### src/hw/term_map.svh
// Offsets, bit positions, reset values and rate constants of the terminal card
`ifndef TERM_MAP_SVH
`define TERM_MAP_SVH

// ********************************************************************
// Register offsets within the eight-address device group
// ********************************************************************
`define TERM_DEV_BASE    11'h0C0
`define TERM_OFS_RATE    3'h1
`define TERM_OFS_RX_STAT 3'h2
`define TERM_OFS_RX_CTRL 3'h3
`define TERM_OFS_TX_STAT 3'h6
`define TERM_OFS_TX_CTRL 3'h7

// ********************************************************************
// Field positions
// ********************************************************************
`define TERM_CTRL_IE_BIT   0
`define TERM_CTRL_DCLR_BIT 4
`define TERM_STAT_IE_BIT   0
`define TERM_STAT_RDY_BIT  3
`define TERM_RX_CODE_LSB   0
`define TERM_TX_CODE_LSB   4

// ********************************************************************
// Reset values and level codes on address bits 1..0
// ********************************************************************
`define TERM_RATE_RST   8'h00
`define TERM_LVL_RX     2'h2
`define TERM_LVL_TX     2'h0

// ********************************************************************
// Baud rates, as plain numbers of bits per second
// ********************************************************************
`define TERM_B9600 14'h2580
`define TERM_B4800 14'h12C0
`define TERM_B2400 14'h0960
`define TERM_B1200 14'h04B0
`define TERM_B600  14'h0258
`define TERM_B300  14'h012C
`define TERM_B200  14'h00C8
`define TERM_B150  14'h0096
`define TERM_B110  14'h006E
`define TERM_B100  14'h0064
`define TERM_B75   14'h004B
`define TERM_B50   14'h0032
`define TERM_BNONE 14'h0000

`endif

### src/hw/term_pkg.sv
// Types shared by the terminal rate and interrupt logic
package term_pkg;

	// ****************************************************************
	// Types
	// ****************************************************************
	typedef logic [13:0] baud_t;
	typedef logic [3:0]  rate_code_t;

	// Identify cycle sequencer, one-hot
	typedef enum logic [1:0] {
		ID_IDLE = 2'b01,
		ID_HOLD = 2'b10
	} id_state_t;

endpackage
### src/hw/rate_if.sv
// Carrier between a rate field and its decoder
interface rate_if;
	term_pkg::rate_code_t code;
	term_pkg::baud_t      baud;
	logic                 known;

	modport dec (input code, output baud, output known);
	modport user (output code, input baud, input known);
endinterface

### src/hw/rate_decode.sv
// Four-bit rate code to baud decoder
`include "term_map.svh"

module rate_decode (
	rate_if.dec rif
);

	// ****************************************************************
	// Code table; codes 4..7 are unassigned and give zero
	// ****************************************************************
	always_comb begin
		rif.known = 1'b1;
		case (rif.code)
			4'h0: rif.baud = `TERM_B9600;
			4'h1: rif.baud = `TERM_B4800;
			4'h2: rif.baud = `TERM_B2400;
			4'h3: rif.baud = `TERM_B1200;
			4'h8: rif.baud = `TERM_B600;
			4'h9: rif.baud = `TERM_B300;
			4'hD: rif.baud = `TERM_B200;
			4'hA: rif.baud = `TERM_B150;
			4'hC: rif.baud = `TERM_B110;
			4'hE: rif.baud = `TERM_B100;
			4'hB: rif.baud = `TERM_B75;
			4'hF: rif.baud = `TERM_B50;
			default: begin
				rif.baud  = `TERM_BNONE;
				rif.known = 1'b0;
			end
		endcase
	end

endmodule // rate_decode

### src/hw/serial_term_rate_irq.sv
// Rate select and interrupt/identify logic of the serial terminal card
`include "term_map.svh"

module serial_term_rate_irq #(
	parameter logic [10:0] DEV_BASE = `TERM_DEV_BASE
) (
	input  wire logic                 core_clk,
	input  wire logic                 reset,
	input  wire logic                 clk_en,
	input  wire logic                 io_execute_instruction,
	input  wire logic [10:0]          io_addr,
	input  wire logic [15:0]          io_wdata,
	input  wire logic                 rx_char_ready,
	input  wire logic                 tx_buf_ready,
	input  wire logic                 identify_strobe,
	input  wire logic [6:0]           ident_switch,
	output logic      [15:0]          io_rdata,
	output logic                      io_rdata_valid,
	output term_pkg::baud_t           rx_baud,
	output term_pkg::baud_t           tx_baud,
	output logic                      rx_rate_known,
	output logic                      tx_rate_known,
	output logic                      rate_load,
	output logic                      dev_clear,
	output logic                      rx_int_req,
	output logic                      tx_int_req,
	output logic                      reply,
	output logic                      connect,
	output logic      [7:0]           ident_data,
	output logic                      ident_data_oe
);

	// ****************************************************************
	// Parameter check
	// ****************************************************************
	// The group decode compares address bits 10..3 only
	if (DEV_BASE[2:0] != 3'h0) begin : g_base_check
		$error("DEV_BASE must be a multiple of eight");
	end

	// ****************************************************************
	// State
	// ****************************************************************
	logic [7:0]          rate_r;
	logic                rx_ie_r;
	logic                tx_ie_r;
	term_pkg::id_state_t id_state_r;

	// ****************************************************************
	// Address decode
	// ****************************************************************
	wire logic       dev_hit;
	wire logic [2:0] ofs;
	wire logic       wr_rate;
	wire logic       wr_rx_ctrl;
	wire logic       wr_tx_ctrl;
	wire logic       rd_rx_stat;
	wire logic       rd_tx_stat;
	wire logic       rd_any;

	assign dev_hit = io_execute_instruction &&
	                 (io_addr[10:3] == DEV_BASE[10:3]);
	assign ofs        = io_addr[2:0];
	assign wr_rate    = dev_hit && (ofs == `TERM_OFS_RATE);
	assign wr_rx_ctrl = dev_hit && (ofs == `TERM_OFS_RX_CTRL);
	assign wr_tx_ctrl = dev_hit && (ofs == `TERM_OFS_TX_CTRL);
	assign rd_rx_stat = dev_hit && (ofs == `TERM_OFS_RX_STAT);
	assign rd_tx_stat = dev_hit && (ofs == `TERM_OFS_TX_STAT);
	assign rd_any     = dev_hit && !wr_rate && !wr_rx_ctrl && !wr_tx_ctrl;

	// ****************************************************************
	// Requests and status words
	// ****************************************************************
	wire logic        rx_req;
	wire logic        tx_req;
	wire logic [15:0] rx_stat;
	wire logic [15:0] tx_stat;
	wire logic [15:0] rd_word;

	// Ready comes from the serial side, enable from software
	assign rx_req = rx_char_ready && rx_ie_r;
	assign tx_req = tx_buf_ready && tx_ie_r;
	assign rx_stat = (16'(rx_char_ready) << `TERM_STAT_RDY_BIT) |
	                 (16'(rx_ie_r) << `TERM_STAT_IE_BIT);
	assign tx_stat = (16'(tx_buf_ready) << `TERM_STAT_RDY_BIT) |
	                 (16'(tx_ie_r) << `TERM_STAT_IE_BIT);
	// Data register reads at offsets 0 and 4 live elsewhere: zero here
	assign rd_word = rd_rx_stat ? rx_stat :
	                 rd_tx_stat ? tx_stat : 16'h0000;

	// ****************************************************************
	// Identify decode
	// ****************************************************************
	wire logic       id_start;
	wire logic       sel_rx;
	wire logic       sel_tx;
	wire logic       hit_req;
	wire logic       clr_rx;
	wire logic       clr_tx;
	wire logic [7:0] ident_code;

	// Level code is already stable when the strobe rises
	assign sel_rx   = (io_addr[1:0] == `TERM_LVL_RX);
	assign sel_tx   = (io_addr[1:0] == `TERM_LVL_TX);
	assign id_start = (id_state_r == term_pkg::ID_IDLE) && identify_strobe;
	// Sample the request line itself, as the processor sees it
	assign hit_req  = (sel_rx && rx_int_req) ||
	                  (sel_tx && tx_int_req);
	assign clr_rx   = id_start && sel_rx && rx_int_req;
	assign clr_tx   = id_start && sel_tx && tx_int_req;
	// Open switch reads one; one code serves both levels
	assign ident_code = {1'b0, ident_switch};

	// ****************************************************************
	// Next values of enables and rates
	// ****************************************************************
	logic       rx_ie_nxt;
	logic       tx_ie_nxt;
	logic [7:0] rate_nxt;

	// A control write in the identify edge wins over the clear, so
	// software that re-enables at that moment is not overruled
	assign rx_ie_nxt = wr_rx_ctrl ? io_wdata[`TERM_CTRL_IE_BIT] :
	                   clr_rx     ? 1'b0 : rx_ie_r;
	assign tx_ie_nxt = wr_tx_ctrl ? io_wdata[`TERM_CTRL_IE_BIT] :
	                   clr_tx     ? 1'b0 : tx_ie_r;
	// Device clear does not touch the rate register
	assign rate_nxt  = wr_rate ? io_wdata[7:0] : rate_r;

	// ****************************************************************
	// Rate decoders, one per channel
	// ****************************************************************
	term_pkg::baud_t baud_w [2];
	logic            known_w [2];

	for (genvar g = 0; g < 2; g++) begin : g_rate
		rate_if rif ();
		// Channel 0 receives from bits 3..0, channel 1 sends from 7..4
		assign rif.code = rate_r[(g == 0 ? `TERM_RX_CODE_LSB :
		                          `TERM_TX_CODE_LSB) +: 4];
		assign baud_w[g]  = rif.baud;
		assign known_w[g] = rif.known;
		rate_decode u_dec (
			.rif (rif.dec)
		);
	end

	// ****************************************************************
	// Register file
	// ****************************************************************
	always_ff @(posedge core_clk) begin
		if (reset) begin
			rate_r  <= `TERM_RATE_RST;
			rx_ie_r <= 1'b0;
			tx_ie_r <= 1'b0;
		end else if (clk_en) begin
			rate_r  <= rate_nxt;
			rx_ie_r <= rx_ie_nxt;
			tx_ie_r <= tx_ie_nxt;
		end
	end

	// ****************************************************************
	// Bus side outputs
	// ****************************************************************
	always_ff @(posedge core_clk) begin
		if (reset) begin
			io_rdata       <= 16'h0000;
			io_rdata_valid <= 1'b0;
			rate_load      <= 1'b0;
			dev_clear      <= 1'b0;
		end else if (clk_en) begin
			io_rdata_valid <= rd_any;
			if (rd_any) begin
				io_rdata <= rd_word;
			end
			rate_load <= wr_rate;
			dev_clear <= wr_rx_ctrl &&
			             io_wdata[`TERM_CTRL_DCLR_BIT];
		end
	end

	// ****************************************************************
	// Rates and interrupt lines
	// ****************************************************************
	// Registered so every pin comes from a flip-flop; costs one cycle
	always_ff @(posedge core_clk) begin
		if (reset) begin
			rx_baud       <= `TERM_BNONE;
			tx_baud       <= `TERM_BNONE;
			rx_rate_known <= 1'b0;
			tx_rate_known <= 1'b0;
			rx_int_req    <= 1'b0;
			tx_int_req    <= 1'b0;
		end else if (clk_en) begin
			rx_baud       <= baud_w[0];
			tx_baud       <= baud_w[1];
			rx_rate_known <= known_w[0];
			tx_rate_known <= known_w[1];
			rx_int_req    <= rx_req && !clr_rx;
			tx_int_req    <= tx_req && !clr_tx;
		end
	end

	// ****************************************************************
	// Identify cycle
	// ****************************************************************
	// The answer is frozen at the strobe and held until it drops
	always_ff @(posedge core_clk) begin
		if (reset) begin
			id_state_r    <= term_pkg::ID_IDLE;
			reply         <= 1'b0;
			connect       <= 1'b0;
			ident_data    <= 8'h00;
			ident_data_oe <= 1'b0;
		end else if (clk_en) begin
			case (id_state_r)
				term_pkg::ID_IDLE: begin
					if (identify_strobe) begin
						id_state_r    <= term_pkg::ID_HOLD;
						reply         <= hit_req;
						connect       <= hit_req;
						ident_data_oe <= hit_req;
						ident_data    <= hit_req ? ident_code : 8'h00;
					end
				end
				term_pkg::ID_HOLD: begin
					if (!identify_strobe) begin
						id_state_r    <= term_pkg::ID_IDLE;
						reply         <= 1'b0;
						connect       <= 1'b0;
						ident_data_oe <= 1'b0;
						ident_data    <= 8'h00;
					end
				end
				default: begin
					id_state_r <= term_pkg::ID_IDLE;
				end
			endcase
		end
	end
endmodule // serial_term_rate_irq

### config.mk
export PLATFORM = sky130hd
export DESIGN_NAME = serial_term_rate_irq
export DESIGN_NICKNAME = d
export VERILOG_FILES = /design/src/hw/term_pkg.sv /design/src/hw/rate_if.sv /design/src/hw/rate_decode.sv /design/src/hw/serial_term_rate_irq.sv
export VERILOG_INCLUDE_DIRS = /design/src /design/src/hw
export SDC_FILE = /design/constraint.sdc
export NUM_CORES = 1
export LEC_CHECK = 0
export ABC_AREA = 1
export BUFFER_PORTS_ARGS = -buffer_cell sky130_fd_sc_hd__buf_2
export CAP_MARGIN = 30
export CORE_ASPECT_RATIO = 1.75
export CORE_MARGIN = 2
export CORE_UTILIZATION = 51
export CTS_BUF_LIST = sky130_fd_sc_hd__clkbuf_4 sky130_fd_sc_hd__clkbuf_8
export DETAILED_ROUTE_END_ITERATION = 8
export GPL_TIMING_DRIVEN = 0
export PLACE_DENSITY = 0.82
export SYNTH_ARGS = -nofsm -noshare
export SYNTH_HDL_FRONTEND = slang
export SYNTH_SLANG_ARGS = --single-unit
### constraint.sdc
create_clock -name core_clk -period 1.3 [get_ports core_clk]
set_input_delay 0.39 -clock core_clk [delete_from_list [all_inputs] [get_ports core_clk]]
set_output_delay 0.39 -clock core_clk [all_outputs]
set_load 0.05 [all_outputs]
# Yosys cells after proc, flatten, opt, wreduce, memory -nomap -nowiden

Index checks and enable logic that the tools add are counted.

Bits in registers: 72
Input bits: 41
Output and inout bits: 62
Word-level logic and storage cells: 112

Equality and inequality tests: 33
Mux-type cells: 20
Bitwise operators: 2
Reductions and logical operators: 41

Operator list:

| cell                 | count |
|---|---|
| $pmux W14 S12        | 2 |
| $eq A4 B4 Y1 const B | 16 |
| $reduce_or A12 Y1    | 2 |
| $logic_and A1 B1 Y1  | 21 |
| $eq A4 B2 Y1 const B | 4 |
| $mux W8              | 2 |
| $pmux W8 S2          | 1 |
| $eq A4 B1 Y1 const B | 2 |
| $eq A8 B5 Y1 const B | 1 |
| $logic_not A4 Y1     | 2 |
| $mux W1              | 8 |
| $mux W4              | 2 |
| $or A4 B1 Y4         | 2 |
| $reduce_and A2 Y1    | 4 |
| $mux W7              | 1 |
| $eq A3 B2 Y1 const B | 2 |
| $eq A3 B3 Y1 const B | 2 |
| $reduce_bool A2 Y1   | 3 |
| $logic_not A1 Y1     | 5 |
| $eq A2 B2 Y1 const B | 2 |
| $mux W2              | 2 |
| $ne A2 B2 Y1 const B | 2 |
| $pmux W2 S2          | 1 |
| $reduce_and A4 Y1    | 1 |
| other kinds (6)      | 6 |

# Longest topological paths before layout

Gate-level depths: netlist of run 1.

Word-level depth: 8
Mapped depth: 8
Depth with buffers taken out: 8

# By module

From an unflattened synthesis of run 1, not the netlist that was laid out.

Cells, all modules: 436
Area total of the unflattened synthesis: 2,931.6 sq um

Modules (own cells, without submodules):

| module               | times used | cells an instance | area each (sq um) | seq. area each (sq um) |
|---|---|---|---|---|
| serial_term_rate_irq | 1          | 342               | 2,443.6           | 1,141.1 |
| rate_decode          | 2          | 47                | 244.0             | 0.0 |

# Worst setup path before layout of run 1

No wires, ideal clock.

Path type: register -> output
Start point: register ident_data_oe
End point: output port ident_data_oe
Arrival time: 0.933 ns
Required time: 0.910 ns
Setup slack: -0.023 ns
Stages on the path, launching flop included: 2
Path buffers: 1
Cell sequence: dfxtp_1 > buf_4

RTL lines:

| what                   | RTL line                    | RTL |
|---|---|---|
| from (decl)            | serial_term_rate_irq.sv:30  | `output logic ident_data_oe` |
| from (signal assigned) | serial_term_rate_irq.sv:223 | `ident_data_oe <= hit_req;` |

No word-level cell between the ends.

# Worst setup path in the final report of run 1

Start point: register ident_data_oe
End point: output port ident_data_oe

No word-level cell between the ends.

==> run metrics, run 1 <==
Pre-antenna DRT Iters 4; area of the multi-input gates 0.00137 mm²; clk buf depth 2; Placer Congestion 0.971; Worst Hold Slack 0.275 ns; required time of the critical path 0.91 ns; Initial Utilization 0.525; WS Path Type flip-flop to output port; Period minus WS final 1.32 ns; max incr delay on CP 0.36 ns; status finished, violations left; port bufs 78; Yosys warnings 0; Core Region 0.00526 mm²; critical path's top delay family flip-flops; cells along the critical path buf_6 > buf_8; Post-Route WL 7090 µm; slowest library cell on the worst path dfxtp_2; Final Max Slew Viols 0; CTS clk-pin slew, worst paths 0.07 ns; Final #Nets 542; Fin Clk Skew 0.00739 ns; Synth Instances 398; H-Tree Depth 3; Peak VDD IR 1.03 mV; Hold Fails Final Rpt 0; DP HPWL 5240 µm; Post-synth top flop dfxtp_1; full die area 0.00604 mm²; Peak Freq 755 MHz; critical path launch point type flip-flop; combinational share of power 0.146; Core Rows 35; fill cell count 458; layout cells sized above 1 0.306; Net Sw Frac 0.285; Die Y 101 µm; Clock Latency Late Sink 0.34 ns; sequential fraction of the synthesis area 0.414; Setup-failing EPs final 2; pre-CTS setup slack -0.231 ns; CTS sink count 57; Mapped Area 0.00276 mm²; DR WL/cell 12.6 µm; Final Cycle Share 1.02; Synth area leaders dfxtp_1 (41%), nand2_1 (15%), a21oi_1 (7.8%); sw power 1.17 mW; WP buf/inv 2; PnR worst setup slack -0.0239 ns; CTS Buf Count 9; post-synthesis register bit count 57; Clock power frac 0.409; final non-filler cell total 561; CTS tree yes; sequential power share 0.445; largest area contributor in the netlist dfxtp_1; GRT Util Overall 0.245; die width 59.6 µm; first-pass GRT wire length 11,300 µm; Post-synth ARST share 0; Max-Cap Viols 0; Initial DRC Count 110; Power, Total 4.09 mW; Fin Setup TNS -0.0459 ns; Layout Area Growth over Synthesis 36.0%; Int Power 2.93 mW; Worst EP arrival 0.93 ns; hold buffers post-CTS 0; CP max FO 4; boundary pin count 103; commonest non-fill, non-tap cell in the layout nand2_1; commonest non-fill, non-tap cells in the layout nand2_1 (110), nor2_1 (51), a21oi_1 (43), dfxtp_1 (43), buf_2 (37); initial antenna violation count 0; crit path capture type output port; vias in the first global route 2,699; Hold Path Class input pin to flip-flop; placed inst area 0.00327 mm²; post-route cell area 0.00375 mm²; Cell Pwr Density 1090 mW/mm²; remaining antenna violation count 0; ANT cells 0; routed vias 2,953; Leakage 1.78 nW; number of flops mapped to enable cells by yosys 0; unrepaired setup endpoints after global routing yes; violated checks setup timing; fin util 0.714; Inst Count DP 545; Residual DRC 0; syn_area_per_cell 6.93 µm²; Overflow after GRT 0; largest net degree at the start of global routing 11; register area 0.00116 mm²; post-synth top area share 0.414; Avg Vias per Cell 5.26; Synth cell types 29; Root Buffer Master clkbuf_8
area by class of cell:
class | count | area share
plain buffers | 30 | 0.0530
clock buffers | 11 | 0.0387
clock inverters | 5 | 0.0147
inverters | 32 | 0.0320
multi-input cells | 293 | 0.365
flip-flops and latches | 57 | 0.310
well taps | 55 | 0.0183
repair buffers | 78 | 0.168
per-layer routing:
metal / track usage / part of all wire / up-vias
met4: 0.120 / 0.028 / 0
met5: 0 / 0 / -
met1: 0.254 / 0.36 / 1342
met3: 0.0677 / 0.064 / 22
li1: - / - / 1466
met2: 0.439 / 0.55 / 123
Yosys cell counts (6+ instances only):
cell type	number
a21oi_1	43
buf_2	6
inv_1	30
nand4_1	9
dfxtp_1	57
buf_4	19
nand2_1	111
nand3_1	14
nor2_1	53
o21ai_0	17
repair_timing:
item,CTS,global route
gates resized for setup,54,45
endpoints found under the hold margin,0,0
endpoints found under the setup margin,47,47
pin swaps,0,2
buffers inserted,0,0
path summary, 6_finish.rpt:
check | endpoint | start | depth (start not counted) | slack, ns
setup / recovery | ident_data_oe | ident_data_oe | 2 | -0.02
hold / removal | rate_r[6] | io_wdata[6] | 3 | 0.27
setup reg to reg | rx_baud[2] | rate_r[1] | 7 | 0.07
hold reg to reg | rx_baud[13] | rx_baud[13] | 2 | 0.46
power by group through the flow:
stage	Clock [mW]	Combinational [mW]	Sequential [mW]
floorplan	0	0.296	1.97
finish	1.67	0.600	1.82
detailed placement	0	0.561	1.85
global placement	0	0.552	1.85
global route	1.81	0.643	1.82
CTS	1.70	0.587	1.82
tightest hold or removal path: cells and delay by family:
kind / cells / cell delay [ns]
and+or+nand+nor: 2 / 0.11
buffers and inverters: 1 / 0.07
cells by family (layout without fill, tap and decap cells):
logic type	after synthesis	count (layout)	share of synthesized area
AND/OR/NAND/NOR	205	205	0.326
other	1	15	0.00136
AO/OA/AOI/OAI	73	73	0.146
flip-flops	57	57	0.414
buffers and inverters	62	156	0.113
registers in the layout (all words and copies together), names as in the netlist, 2 cells and up:
| signal | flops |
|---|---|
| id_state_r | 2 |
| ident_data | 7 |
| io_rdata | 2 |
| rate_r | 8 |
| rx_baud | 14 |
| tx_baud | 14 |
No activity file was read; power rests on OpenSTA's default activity.
==> run 2, diff against run 1 <==
--- a/config.mk
+++ b/config.mk
@@ -10,7 +10,7 @@
 export BUFFER_PORTS_ARGS = -buffer_cell sky130_fd_sc_hd__buf_2
 export CAP_MARGIN = 30
 export CORE_ASPECT_RATIO = 1.75
-export CORE_MARGIN = 2
+export CORE_MARGIN = 4
 export CORE_UTILIZATION = 51
 export CTS_BUF_LIST = sky130_fd_sc_hd__clkbuf_4 sky130_fd_sc_hd__clkbuf_8
 export DETAILED_ROUTE_END_ITERATION = 8
==> run 2 against run 1 <==
Against the previous run:
- the flow finishes with violations (DRC, setup timing)
- largest power group is now the clock network
- sequential share of layout area fell by 0.066 points
- register-to-register slack improved by 0.04 ns
- final cell count did not move
- setup slack got worse by 0.0074 ns
- final area fell by 0.43%
- power rose by 3.8%
- first-iteration DRC count rose by 23%
- highest routed layer unchanged
- combinational power fell by 0.7%
- routed wire length fell by 1.2%
- via count did not move
==> run metrics, run 2 (synthesis gave the netlist of run 1 again) <==
status finished, violations left (unchanged); violated checks DRC, setup timing (was setup timing); WS Path Type flip-flop to output port (unchanged); CTS tree yes (unchanged); DR WL/cell 12.5 µm (was 12.6 µm); initial antenna violation count 0 (unchanged); vias in the first global route 2,684 (was 2,699); met2 WL post-DR 3740 µm (was 3910 µm); Initial DRC Count 135 (was 110); die width 63.6 µm (was 59.6 µm); pre-CTS setup slack -0.178 ns (was -0.231 ns); post-CTS setup buffers 0 (unchanged); Peak VDD IR 1.31 mV (was 1.03 mV); placed inst area 0.00327 mm² (unchanged); H-Tree Depth 3 (unchanged); met3 wire length 432 µm (was 452 µm); Peak Freq 751 MHz (was 755 MHz); Pre-antenna DRT Iters 7 (was 4); Met1 Routed Length 2590 µm (was 2530 µm); Worst EP arrival 0.94 ns (was 0.93 ns); Largest regs rx_baud (14), tx_baud (14), rate_r (8) (unchanged); routed vias 2,953 (unchanged); Setup-failing EPs final 2 (unchanged); unrepaired setup endpoints after global routing yes (unchanged); Overflow after GRT 0 (unchanged); Placer Congestion 0.967 (was 0.971); commonest non-fill, non-tap cell in the layout nand2_1 (unchanged); hold buffers post-CTS 0 (unchanged); Residual DRC 1 (was 0); Core Region 0.00526 mm² (unchanged); CTS sink count 57 (unchanged); Die Y 105 µm (was 101 µm); ANT cells 0 (unchanged); fin util 0.711 (was 0.714); full die area 0.00670 mm² (was 0.00604 mm²); Initial Utilization 0.525 (unchanged); Avg Vias per Cell 5.26 (unchanged); Hold Fails Final Rpt 0 (unchanged); Fin Clk Skew 0.00575 ns (was 0.00739 ns); Fin Setup TNS -0.0615 ns (was -0.0459 ns); Period minus WS final 1.33 ns (was 1.32 ns); CTS Buf Count 9 (unchanged); critical path launch point type flip-flop (unchanged); GRT Util Overall 0.214 (was 0.245); Layout Area Growth over Synthesis 35.4% (was 36.0%); remaining antenna violation count 0 (unchanged); Clock Latency Late Sink 0.34 ns (about the same); port bufs 78 (unchanged); Hold Path Class input pin to flip-flop (unchanged); Max-Cap Viols 0 (unchanged); first-pass GRT wire length 11,500 µm (was 11,300 µm); layout cells sized above 1 0.296 (was 0.306); top sig layer met4 (unchanged); clk buf depth 2 (unchanged); CTS clk-pin slew, worst paths 0.06 ns (was 0.07 ns); Final Cycle Share 1.02 (about the same); Core Rows 35 (unchanged); Root Buffer Master clkbuf_8 (unchanged); CP max FO 4 (unchanged); Leakage 1.78 nW (about the same); boundary pin count 103 (unchanged); largest net degree at the start of global routing 11 (unchanged); DP HPWL 5290 µm (was 5240 µm); commonest non-fill, non-tap cells in the layout nand2_1 (110), nor2_1 (53), dfxtp_1 (47), a21oi_1 (43), buf_4 (39) (was nand2_1 (110), nor2_1 (51), a21oi_1 (43), dfxtp_1 (43), buf_2 (37)); PnR worst setup slack -0.0313 ns (was -0.0239 ns); register area 0.00115 mm² (was 0.00116 mm²); Final #Nets 542 (unchanged); required time of the critical path 0.91 ns (about the same); crit path capture type output port (unchanged); post-route cell area 0.00373 mm² (was 0.00375 mm²); Post-Route WL 7000 µm (was 7090 µm); Cell Pwr Density 1140 mW/mm² (was 1090 mW/mm²); area of the multi-input gates 0.00137 mm² (about the same); fill cell count 432 (was 458); Final Max Slew Viols 0 (unchanged)
==> run 2: per-stage QoR <==
| step | power, mW | std cells | hold WS, ns |
|---|---|---|---|
| after CTS | 4.27 | 561 | 0.260 |
| final | 4.25 | 561 | 0.273 |
| after floorplan | 2.27 | 412 | 0.467 |
| after detailed placement | 2.41 | 545 | 0.448 |
| after global routing | 4.40 | 561 | 0.280 |
| after global placement | 2.41 | 545 | 0.446 |
==> run 2: metal layers <==
layer | vias up | track usage
li1 | 1469 | -
met1 | 1344 | 0.224
met2 | 117 | 0.374
met3 | 23 | 0.0565
met4 | 0 | 0.128
met5 | - | 0
==> run 2: worst max-delay path, stage by stage, from the launching register on <==
cell     delay, ns
dfxtp_2       0.33
buf_4         0.13
buf_8         0.14
==> run 2: power breakdown <==
part           internal, mW  switching, mW
sequential             1.79         0.0303
clock                  1.12          0.713
combinational         0.184          0.413
==> run 2: timing repair <==
item                       4_1_cts  5_1_grt
gates resized for setup         54       33
cloned                           0        0
setup endpoints to repair       47       43
==> run 2: area by class of cell <==
type | count | area share
clock buffers | 11 | 0.0372
repair buffers | 78 | 0.165
multi-input cells | 293 | 0.365
flip-flops and latches | 57 | 0.309
well taps | 55 | 0.0184
clock inverters | 5 | 0.0214
inverters | 32 | 0.0322
plain buffers | 30 | 0.0513
==> run 2: path summary, 6_finish.rpt <==
| path | start | endpoint | slack [ns] | cells after the start |
|---|---|---|---|---|
| max | ident_data_oe | reply | -0.03 | 2 |
| min | io_wdata[7] | rate_r[7] | 0.27 | 3 |
| max reg2reg | rate_r[2] | rx_baud[2] | 0.11 | 7 |
| min reg2reg | rx_baud[1] | rx_baud[1] | 0.47 | 2 |
==> run 3, diff against run 2 <==
--- a/config.mk
+++ b/config.mk
@@ -15,6 +15,7 @@
 export CTS_BUF_LIST = sky130_fd_sc_hd__clkbuf_4 sky130_fd_sc_hd__clkbuf_8
 export DETAILED_ROUTE_END_ITERATION = 8
 export GPL_TIMING_DRIVEN = 0
+export MAX_ROUTING_LAYER = met4
 export PLACE_DENSITY = 0.82
 export SYNTH_ARGS = -nofsm -noshare
 export SYNTH_HDL_FRONTEND = slang
==> run 3 against run 2 <==
Against the previous run:
- the run ends with setup timing left
- via count down 0.61%
- utilization decreased by 0.071 points
- register-to-register slack about the same
- final cell count unchanged
- power about the same
- clock power hardly changed
- fmax shrank 0.15%
- clock skew about the same
- hold slack worse by 0.0022 ns
- sequential power about the same
- global-route usage is 0.56 points higher
- sequential share of layout area is essentially flat
- critical path type unchanged
- largest power group unchanged
==> run metrics, run 3 (synthesis gave the netlist of run 1 again) <==
CTS tree yes (unchanged); CTS Buf Count 9 (unchanged); boundary pin count 103 (unchanged); GRT Util Overall 0.220 (was 0.214); Final #Nets 542 (unchanged); Residual DRC 0 (was 1); Layout Area Growth over Synthesis 35.2% (was 35.4%); DR WL/cell 12.4 µm (was 12.5 µm); layout cells sized above 1 0.296 (unchanged); Core Region 0.00526 mm² (unchanged); ANT cells 0 (unchanged); CTS sink count 57 (unchanged); WP buf/inv 2 (unchanged); remaining antenna violation count 0 (unchanged); commonest non-fill, non-tap cells in the layout nand2_1 (110), nor2_1 (53), dfxtp_1 (47), a21oi_1 (43), buf_4 (40) (was nand2_1 (110), nor2_1 (53), dfxtp_1 (47), a21oi_1 (43), buf_4 (39)); fill cell count 436 (was 432); clk buf depth 2 (unchanged); Final Max Slew Viols 0 (unchanged); Leakage 1.78 nW (about the same); pre-CTS setup slack -0.178 ns (unchanged); WS Path Type flip-flop to output port (unchanged); Post-Route WL 6970 µm (was 7000 µm); Overflow after GRT 0 (unchanged); critical path's top delay family flip-flops (unchanged); Final Cycle Share 1.03 (was 1.02); Die Y 105 µm (unchanged); Initial Utilization 0.525 (unchanged); DP HPWL 5290 µm (unchanged); Core Rows 35 (unchanged); full die area 0.00670 mm² (unchanged); PnR worst setup slack -0.0333 ns (was -0.0313 ns); Max-Cap Viols 0 (unchanged); Worst Hold Slack 0.271 ns (was 0.273 ns); Clock Latency Late Sink 0.34 ns (about the same); Avg Vias per Cell 5.23 (was 5.26); initial antenna violation count 0 (unchanged); Initial DRC Count 129 (was 135); commonest non-fill, non-tap cell in the layout nand2_1 (unchanged); Worst EP arrival 0.94 ns (about the same); Cell Pwr Density 1140 mW/mm² (about the same); H-Tree Depth 3 (unchanged); Setup-failing EPs final 2 (unchanged); CP max FO 4 (unchanged); unrepaired setup endpoints after global routing yes (unchanged); Period minus WS final 1.33 ns (about the same); Pre-antenna DRT Iters 5 (was 7); Largest regs rx_baud (14), tx_baud (14), rate_r (8) (unchanged); Placer Congestion 0.984 (was 0.967); status finished, violations left (unchanged); vias in the first global route 2,684 (unchanged); Hold Path Class input pin to flip-flop (unchanged); Power, Total 4.25 mW (about the same); Root Buffer Master clkbuf_8 (unchanged); required time of the critical path 0.91 ns (about the same); Peak Freq 750 MHz (was 751 MHz); critical path launch point type flip-flop (unchanged); first-pass GRT wire length 11,500 µm (about the same); Fin Setup TNS -0.0656 ns (was -0.0615 ns); Hold Fails Final Rpt 0 (unchanged); Peak VDD IR 1.31 mV (about the same); die width 63.6 µm (unchanged); post-CTS setup buffers 0 (unchanged); CTS clk-pin slew, worst paths 0.06 ns (about the same); Fin Clk Skew 0.00568 ns (was 0.00575 ns); port bufs 78 (unchanged); largest net degree at the start of global routing 11 (unchanged); routed vias 2,935 (was 2,953); crit path capture type output port (unchanged); violated checks setup timing (was DRC, setup timing); slowest library cell on the worst path dfxtp_2 (unchanged); max incr delay on CP 0.33 ns (about the same); cells along the critical path buf_4 > buf_8 (unchanged)
## run 3: what timing repair did
item / 4_1_cts / 5_1_grt
cloned: 0 / 0
gates resized for setup: 54 / 32
endpoints found under the setup margin: 47 / 42
hold buffers: 0 / 0
endpoints found under the hold margin: 0 / 0
## run 3: path summary, 6_finish.rpt
kind,slack [ns],startpoint,endpoint,depth (start not counted)
setup / recovery,-0.03,ident_data_oe,reply,2
hold / removal,0.27,io_wdata[7],rate_r[7],3
setup reg to reg,0.11,rate_r[2],rx_baud[2],7
hold reg to reg,0.46,ident_data[6],ident_data[6],2
## run 3: routing by layer
metal,wire length [µm],GRT usage,up-vias
met2,3720,0.375,117
met4,227,0.128,0
met3,418,0.0533,23
met5,0,-,-
li1,-,-,1469
met1,2610,0.225,1326
## run 3: power breakdown
| part | leakage, nW | total, mW | switching (mW) | internal [mW] |
|---|---|---|---|---|
| sequential | 0.468 | 1.82 | 0.0303 | 1.79 |
| combinational | 1.21 | 0.596 | 0.412 | 0.183 |
| clock | 0.106 | 1.83 | 0.715 | 1.12 |
## run 3: through the flow
step / std cells / instance area [µm²] / util
floorplan: 412 / 2810 / -
global placement: 545 / 3270 / 0.623
detailed placement: 545 / 3270 / 0.623
CTS: 561 / 3630 / 0.691
global route: 561 / 3730 / 0.710
finish: 561 / 3730 / 0.710
## run 3: final cells by class
class | count | area [µm²] | share of cell area
multi-input combinational | 293 | 1370 | 0.366
sequential | 57 | 1150 | 0.309
timing repair buffer | 78 | 613 | 0.164
buffer | 30 | 191 | 0.0513
clock buffer | 11 | 139 | 0.0372
inverter | 32 | 120 | 0.0322
clock inverter | 5 | 80.1 | 0.0215
tap | 55 | 68.8 | 0.0184
## run 3: worst register-to-register path, cell delays in order (launching register included)
cell and delay (ns):
dfxtp_1 0.40, inv_1 0.11, nand2_2 0.12, nor2_1 0.08, nor2_1 0.12, o21ai_0 0.10, nand2_1 0.07, a21oi_1 0.06
